--- src/include/ascs_pkg.sv ---
// shared constants for the serial conversion sequencer
package ascs_pkg;
	localparam int RES_BITS      = 12;
	localparam int CHAN_BITS     = 3;
	localparam int CTRL_BITS     = 8;
	localparam int SLOT_EDGES    = 16;
	localparam int TRACK_EDGES   = 3;
	localparam int ZERO_EDGES    = 4;
	localparam int CHAN_MSB_POS  = 5;
	localparam int CHAN_LSB_POS  = 3;
	localparam logic [4:0] CNT_RST = 5'h00;
	localparam logic [2:0] CHAN_RST = 3'h0;
	typedef enum logic [1:0] {ascs_idle, ascs_track, ascs_hold} ascs_phase_t;
endpackage

--- src/rtl/ascs_core.sv ---
// serial port and conversion sequencing of an eight-channel sampling converter
`timescale 1ns/1ps
module ascs_core
	import ascs_pkg::*;
#(
	parameter int RES_W = RES_BITS
) (
	// clock, reset, enable
	input  wire logic             core_clk,
	input  wire logic             nrst,
	input  wire logic             clk_en,
	// serial pins
	input  wire logic             cs_n_pin,
	input  wire logic             sclk_pin,
	input  wire logic             din_pin,
	output logic                  dout_o,
	output logic                  dout_oe,
	// converter side
	output logic [CHAN_BITS-1:0]  mux_chan,
	input  wire logic [RES_W-1:0] conv_code,
	output logic                  track_en,
	output logic                  hold_en,
	output logic                  power_up,
	// parallel result
	output logic [RES_W-1:0]      res_data,
	output logic [CHAN_BITS-1:0]  res_chan,
	output logic                  res_valid
);
	logic        cs_n_s;
	logic        sclk_s;
	logic        din_s;
	logic        cs_n_d_r;
	logic        sclk_d_r;
	logic [4:0]  fall_cnt_r;
	logic [4:0]  rise_cnt_r;
	logic [CTRL_BITS-1:0] ctrl_sh_r;
	logic [CHAN_BITS-1:0] next_chan_r;
	logic [CHAN_BITS-1:0] cur_chan_r;
	logic [RES_W-1:0]     res_sh_r;
	logic [RES_W-1:0]     code_hold_r;
	logic        dout_r;
	logic        sclk_fall;
	logic        sclk_rise;
	logic        frame_start;
	logic        slot_fall;
	logic        active;
	logic [4:0]  fall_nxt;
	ascs_phase_t phase;

	// pins cross into core_clk through two flops each
	ascs_sync #(.W(1), .RST_VAL(1'b1)) u_cs (.core_clk(core_clk), .nrst(nrst),
		.clk_en(clk_en), .d(cs_n_pin), .q(cs_n_s));
	ascs_sync #(.W(2), .RST_VAL(1'b0)) u_dat (.core_clk(core_clk), .nrst(nrst),
		.clk_en(clk_en), .d({sclk_pin, din_pin}), .q({sclk_s, din_s}));

	// edge detection on synchronised levels; clock gated off while deselected
	assign active      = !cs_n_s;
	assign frame_start = cs_n_d_r && !cs_n_s;
	assign sclk_fall   = active && sclk_d_r && !sclk_s && !frame_start;
	assign sclk_rise   = active && !sclk_d_r && sclk_s;
	// select falling with clock low, or together with it, is the first falling edge
	assign slot_fall   = sclk_fall || (frame_start && !sclk_s);
	assign fall_nxt    = (fall_cnt_r == 5'(SLOT_EDGES)) ? 5'h01 : fall_cnt_r + 5'h01;

	// phase: idle until first falling edge, track until the third rising edge, then hold
	always_comb begin
		if (!active || fall_cnt_r == CNT_RST)
			phase = ascs_idle;
		else if (fall_cnt_r <= 5'(ZERO_EDGES - 1) && rise_cnt_r < 5'(TRACK_EDGES))
			phase = ascs_track;
		else
			phase = ascs_hold;
	end
	assign track_en = (phase == ascs_track);
	assign hold_en  = (phase == ascs_hold);
	// powered whenever selected, except from the sixteenth falling edge to the next slot
	assign power_up = active && fall_cnt_r != 5'(SLOT_EDGES);
	assign mux_chan = cur_chan_r;
	assign dout_oe  = !cs_n_pin;
	assign dout_o   = dout_r;

	// edge history
	always_ff @(posedge core_clk or negedge nrst) begin
		if (!nrst) begin
			cs_n_d_r <= 1'b1;
			sclk_d_r <= 1'b0;
		end else if (clk_en) begin
			cs_n_d_r <= cs_n_s;
			sclk_d_r <= sclk_s;
		end
	end

	// falling-edge counter; wraps every slot for continuous mode
	always_ff @(posedge core_clk or negedge nrst) begin
		if (!nrst)
			fall_cnt_r <= CNT_RST;
		else if (clk_en) begin
			if (!active)
				fall_cnt_r <= CNT_RST;
			else if (slot_fall)
				fall_cnt_r <= fall_nxt;
		end
	end

	// rising-edge counter; restarts at the first falling edge of a slot
	always_ff @(posedge core_clk or negedge nrst) begin
		if (!nrst)
			rise_cnt_r <= CNT_RST;
		else if (clk_en) begin
			if (!active || (slot_fall && fall_nxt == 5'h01))
				rise_cnt_r <= CNT_RST;
			else if (sclk_rise && rise_cnt_r != 5'(SLOT_EDGES))
				rise_cnt_r <= rise_cnt_r + 5'h01;
		end
	end

	// control word capture on first eight rising edges of each slot
	always_ff @(posedge core_clk or negedge nrst) begin
		if (!nrst)
			ctrl_sh_r <= '0;
		else if (clk_en && sclk_rise && rise_cnt_r < 5'(CTRL_BITS))
			ctrl_sh_r <= {ctrl_sh_r[CTRL_BITS-2:0], din_s};
	end

	// channel held for the next conversion; reset value stands in for the unknown
	always_ff @(posedge core_clk or negedge nrst) begin
		if (!nrst)
			next_chan_r <= CHAN_RST;
		else if (clk_en && sclk_rise && rise_cnt_r == 5'(CTRL_BITS - 1))
			next_chan_r <= {ctrl_sh_r[CHAN_MSB_POS-1:CHAN_LSB_POS-1]};
	end

	// result shift and output; sampled code is straight binary already
	always_ff @(posedge core_clk or negedge nrst) begin
		if (!nrst) begin
			cur_chan_r <= CHAN_RST;
			res_sh_r   <= '0;
			dout_r     <= 1'b0;
		end else if (clk_en) begin
			if (slot_fall && fall_nxt == 5'h01)
				cur_chan_r <= next_chan_r;
			if (slot_fall && fall_nxt == 5'(ZERO_EDGES)) begin
				res_sh_r <= conv_code;
				dout_r   <= 1'b0;
			end else if (slot_fall && fall_nxt > 5'(ZERO_EDGES)) begin
				dout_r   <= res_sh_r[RES_W-1];
				res_sh_r <= {res_sh_r[RES_W-2:0], 1'b0};
			end else if (slot_fall)
				dout_r <= 1'b0;
		end
	end

	// parallel word after the sixteenth falling edge; the code is kept aside from the
	// fourth falling edge so that data and channel always change together
	always_ff @(posedge core_clk or negedge nrst) begin
		if (!nrst) begin
			code_hold_r <= '0;
			res_data    <= '0;
			res_chan    <= CHAN_RST;
			res_valid   <= 1'b0;
		end else if (clk_en) begin
			res_valid <= slot_fall && fall_nxt == 5'(SLOT_EDGES);
			if (slot_fall && fall_nxt == 5'(ZERO_EDGES))
				code_hold_r <= conv_code;
			if (slot_fall && fall_nxt == 5'(SLOT_EDGES)) begin
				res_data <= code_hold_r;
				res_chan <= cur_chan_r;
			end
		end
	end
endmodule

--- src/rtl/ascs_sync.sv ---
// two-flop synchroniser for pins arriving from outside the clock domain
`timescale 1ns/1ps
module ascs_sync #(
	parameter int        W       = 1,
	parameter logic [0:0] RST_VAL = 1'b0
) (
	// clock and reset
	input  wire logic         core_clk,
	input  wire logic         nrst,
	input  wire logic         clk_en,
	// data
	input  wire logic [W-1:0] d,
	output logic [W-1:0]      q
);
	logic [W-1:0] meta_r;

	// first stage feeds only the second stage
	always_ff @(posedge core_clk or negedge nrst) begin
		if (!nrst) begin
			meta_r <= {W{RST_VAL}};
			q      <= {W{RST_VAL}};
		end else if (clk_en) begin
			meta_r <= d;
			q      <= meta_r;
		end
	end
endmodule

--- config.mk ---
export PLATFORM = sky130hd
export DESIGN_NAME = ascs_core
export DESIGN_NICKNAME = d
export VERILOG_FILES = /design/src/include/ascs_pkg.sv /design/src/rtl/ascs_core.sv /design/src/rtl/ascs_sync.sv
export SDC_FILE = /design/constraint.sdc
export NUM_CORES = 1
export LEC_CHECK = 0
export BUFFER_PORTS_ARGS = -buffer_cell sky130_fd_sc_hd__buf_2
export CELL_PAD_IN_SITES_DETAIL_PLACEMENT = 0
export CELL_PAD_IN_SITES_GLOBAL_PLACEMENT = 2
export CORE_ASPECT_RATIO = 1.2
export CORE_MARGIN = 2
export CORE_UTILIZATION = 38
export CTS_CLUSTER_DIAMETER = 200
export CTS_CLUSTER_SIZE = 12
export DETAILED_ROUTE_END_ITERATION = 16
export GPL_ROUTABILITY_DRIVEN = 0
export PLACE_DENSITY = 0.84
export SLEW_MARGIN = 15
export SYNTH_ARGS = -nofsm -noshare
export SYNTH_HDL_FRONTEND = slang
export SYNTH_SLANG_ARGS = --single-unit
export TNS_END_PERCENT = 10
--- constraint.sdc ---
create_clock -name core_clk -period 4.6 [get_ports core_clk]
set_input_delay 1.15 -clock core_clk [delete_from_list [all_inputs] [get_ports core_clk]]
set_output_delay 1.15 -clock core_clk [all_outputs]
set_load 0.1 [all_outputs]
==> results.tsv <==
stage	metric	value	unit
sta	holdWs	479.0	ps
sta	max_slew_margin	47.73	%
sta	fin_tns_setup	0	ps
critical_path	critPathKind	reg -> out	
global_route	grt-ovfl-total	0	
routing	vias_per_cell	4.925	
pwr	vdd_ir_drop_max	0.1665	mV
die	ios	42	
clock_network	cts_tree	done	
routing	routedWlPerCell	14.79	µm
die	die_h	105.2	µm
placement	dp_hpwl	4327	µm
sta	fin_crit	3187	ps
global_route	grt_max_degree	35	
clock_network	cts_resized	0	
critical_path	startpoint_type	flop	
clock_network	post_cts.repair.setup_buffers	0	
die	row_count	36	
finish	final_cell_count_no_fill	411	
routing	drt_iter0_drc	84	
global_route	antenna_found_initial	0	
critical_path	worstPathRequired	3450	ps
clock_network	numCtsBuffers	9	
synthesis	synth_top_area_share	51.66	%
placement	port_buffers	41	
placement	numPlacedInstances	395	
synthesis	synthArstFlopShare	100.0	%
global_route	grt_pass1_vias	2104	
pwr	power.share.sequential	49.7	%
synthesis	synth_area	0.003246	mm²
clock_network	clock-sinks	70	
critical_path	critical_path_arrival	2040	ps
run_status	run_status	finished clean	
critical_path	slowest_stage	dfrtp_1	
pwr	combPwrFrac	20.5	%
die	dieArea	0.009300	mm²
clock_network	holdBufCountCts	0	
sta	tightest_slew	778.8	ps
synthesis	synth_most_common_cell	dfrtp_1	
finish	fin_nets	315	
synthesis	ys_warn_count	0	
die	core_area	0.008198	mm²
finish	diodes	0	
routing	first_pass_iters	4	
routing	drc	0	
die	start_util	39.59	%
synthesis	ys_types	55	
finish	drive_above_1_share	41.08	%
synthesis	yosys.area.top_type	dfrtp_1	
sta	finalCritPeriodShare	69.28	%
pwr	p_sw_share	34.08	%
clock_network	clock_path_buffers	2	
global_route	grt_use_total	14.53	%
critical_path	end_kind	primary output	
synthesis	syn_nets	269	
sta	finalSetupViolations	0	
synthesis	synth-edff-count	0	
routing	num_vias	2024	
sta	rsz0062_at_grt	false	
pwr	cellInternalPower	0.001052	W
clock_network	h-tree-depth	3	
sta	fin_skew	18.51	ps
hold_path	min_path_type	reg -> reg	
sta	hold_viol_final	0	
pwr	power.share.clock	29.7	%
flow_run	maxCapViolCount	0	
global_route	grt_pass1_wl	10410	µm
die	die_x	88.37	µm
synthesis	synthFlopType	dfrtp_1	
synthesis	yosysSeqAreaShare	54.09	%
synthesis	ys_top_cells_by_count	dfrtp_1, mux2_2, mux2_4, nand2_1, inv_1	
synthesis	synthTopCellsByArea	dfrtp_1, mux2_2, mux2_4, o221a_1, dfstp_2	
synthesis	syn_inst	246	
routing	drt_wl_total	6079	µm
finish	syn_to_final_growth	15.54	%
sta	max_freq	313.8	MHz
clock_network	clk_latency	360	ps
clock_network	path_clk_slew	80	ps
pwr	powerDensity	425.6	mW/mm²
synthesis	syn_area_per_cell	13.19	µm²
sta	final_max_slew_viol_count	0	
clock_network	clockRootBuffer	clkbuf_8	
synthesis	synth_seq_cells	70	
routing	ant_nets	0	
critical_path	slowest_delay	480	ps
pwr	leakage	1.829	nW
pwr	p_switching	0.0005439	W
critical_path	cp_cell_sequence	ha_1 -> o2111ai_1 -> a311oi_1 -> buf_2	
critical_path	critPathMaxFanout	7	
## power by group through the flow
stage          Sequential [W]  Combinational [W]  Clock, W
2_1_floorplan        0.000779           0.000267         0
3_3_place_gp         0.000803           0.000324         0
3_5_place_dp         0.000804           0.000332         0
4_1_cts              0.000793           0.000332  0.000489
5_1_grt              0.000809           0.000362  0.000517
6_report             0.000793           0.000328  0.000475
## per-stage QoR
stage	worst slack, ps	total power (W)	instance area (µm²)	util [%]
after floorplan	297.9	0.001046	3246	-
after global placement	1376	0.001127	3552	43.33
after detailed placement	1356	0.001136	3552	43.33
after CTS	1356	0.001615	3739	45.60
after global routing	1230	0.001688	3750	45.74
final	1413	0.001596	3750	45.74
## area by class of cell
type / count / area, µm²
clock buffers: 9 / 123.9
inverters: 13 / 48.80
flip-flops and latches: 70 / 1755
repair buffers: 43 / 220.2
clock inverters: 7 / 62.56
multi-input cells: 155 / 1396
well taps: 114 / 142.6
fillers: 806 / 4448
## cell families after synthesis
group                      after synthesis  synth area share (%)
and+or+nand+nor                         58                 10.76
DFF                                     70                 54.09
xor gates and xnor gates                 1                0.8482
muxes                                   45                 17.54
buffers and inverters                   21                 3.238
AOI/OAI and AO/OA                       46                 11.60
adders and majority gates                5                 1.928
## worst paths after layout
kind / slack, ps / end / startpoint / depth (start not counted)
worst max-delay path: 1410 / track_en / fall_cnt_r[0]$_DFFE_PN0P_ / 4
worst min-delay path: 480 / dout_o$_DFFE_PN0P_ / dout_o$_DFFE_PN0P_ / 2
worst max register to register: 2190 / res_sh_r[9]$_DFFE_PN0P_ / fall_cnt_r[0]$_DFFE_PN0P_ / 6
worst min register to register: 480 / dout_o$_DFFE_PN0P_ / dout_o$_DFFE_PN0P_ / 2
max in group asynchronous: 2940 / u_cs.meta_r$_DFFE_PN1P_ / nrst / 2
min in group asynchronous: 770 / res_data[5]$_DFFE_PN0P_ / nrst / 1
## state kept, by name, indices dropped and copies added (netlist names), 2 cells and up
register and count:
code_hold_r 12, ctrl_sh_r 5, fall_cnt_r 5, mux_chan 3, next_chan_r 3, res_chan 3
res_data 12, res_sh_r 12, rise_cnt_r 5, u_dat.meta_r 2, u_dat.q 2
## metal layers
metal	vias to the layer above	GRT usage (%)	share of wire, %
li1	981	-	-
met1	998	20.25	48
met2	35	21.05	47
met3	10	4.620	4.0
met4	0	5.519	1.4
met5	-	0	0
## critical path: cells and delay by family (launching register included)
| kind | cells | cell delay (ps) |
|---|---|---|
| compound gates | 2 | 460 |
| flops | 1 | 480 |
| buf+inv | 1 | 480 |
| fa+ha+maj | 1 | 270 |
## cell usage in the layout (no fill, tap or decap), types with 2 or more instances in the layout
cell type | netlist | final
a21oi_1 | 3 | 3
o221a_2 | 2 | 2
o21ai_1 | 4 | 4
o2111ai_1 | 2 | 2
o221a_1 | 9 | 9
buf_4 | 2 | 2
or2_0 | 5 | 5
inv_1 | 12 | 12
clkinv_4 | 0 | 2
nor2_1 | 11 | 11
a22o_1 | 2 | 2
o31ai_1 | 2 | 2
mux2_2 | 23 | 23
ha_1 | 5 | 5
nand2b_1 | 3 | 3
inv_6 | 0 | 3
nand2_1 | 16 | 16
mux2_1 | 5 | 5
dfstp_2 | 3 | 3
clkbuf_8 | 0 | 9
or2_2 | 5 | 5
o21ai_0 | 9 | 9
nand3_2 | 2 | 2
buf_2 | 3 | 41
nand4_1 | 2 | 2
mux2_4 | 16 | 16
or4_1 | 2 | 2
dfrtp_1 | 67 | 67
Power figures use the tool's default switching activity.
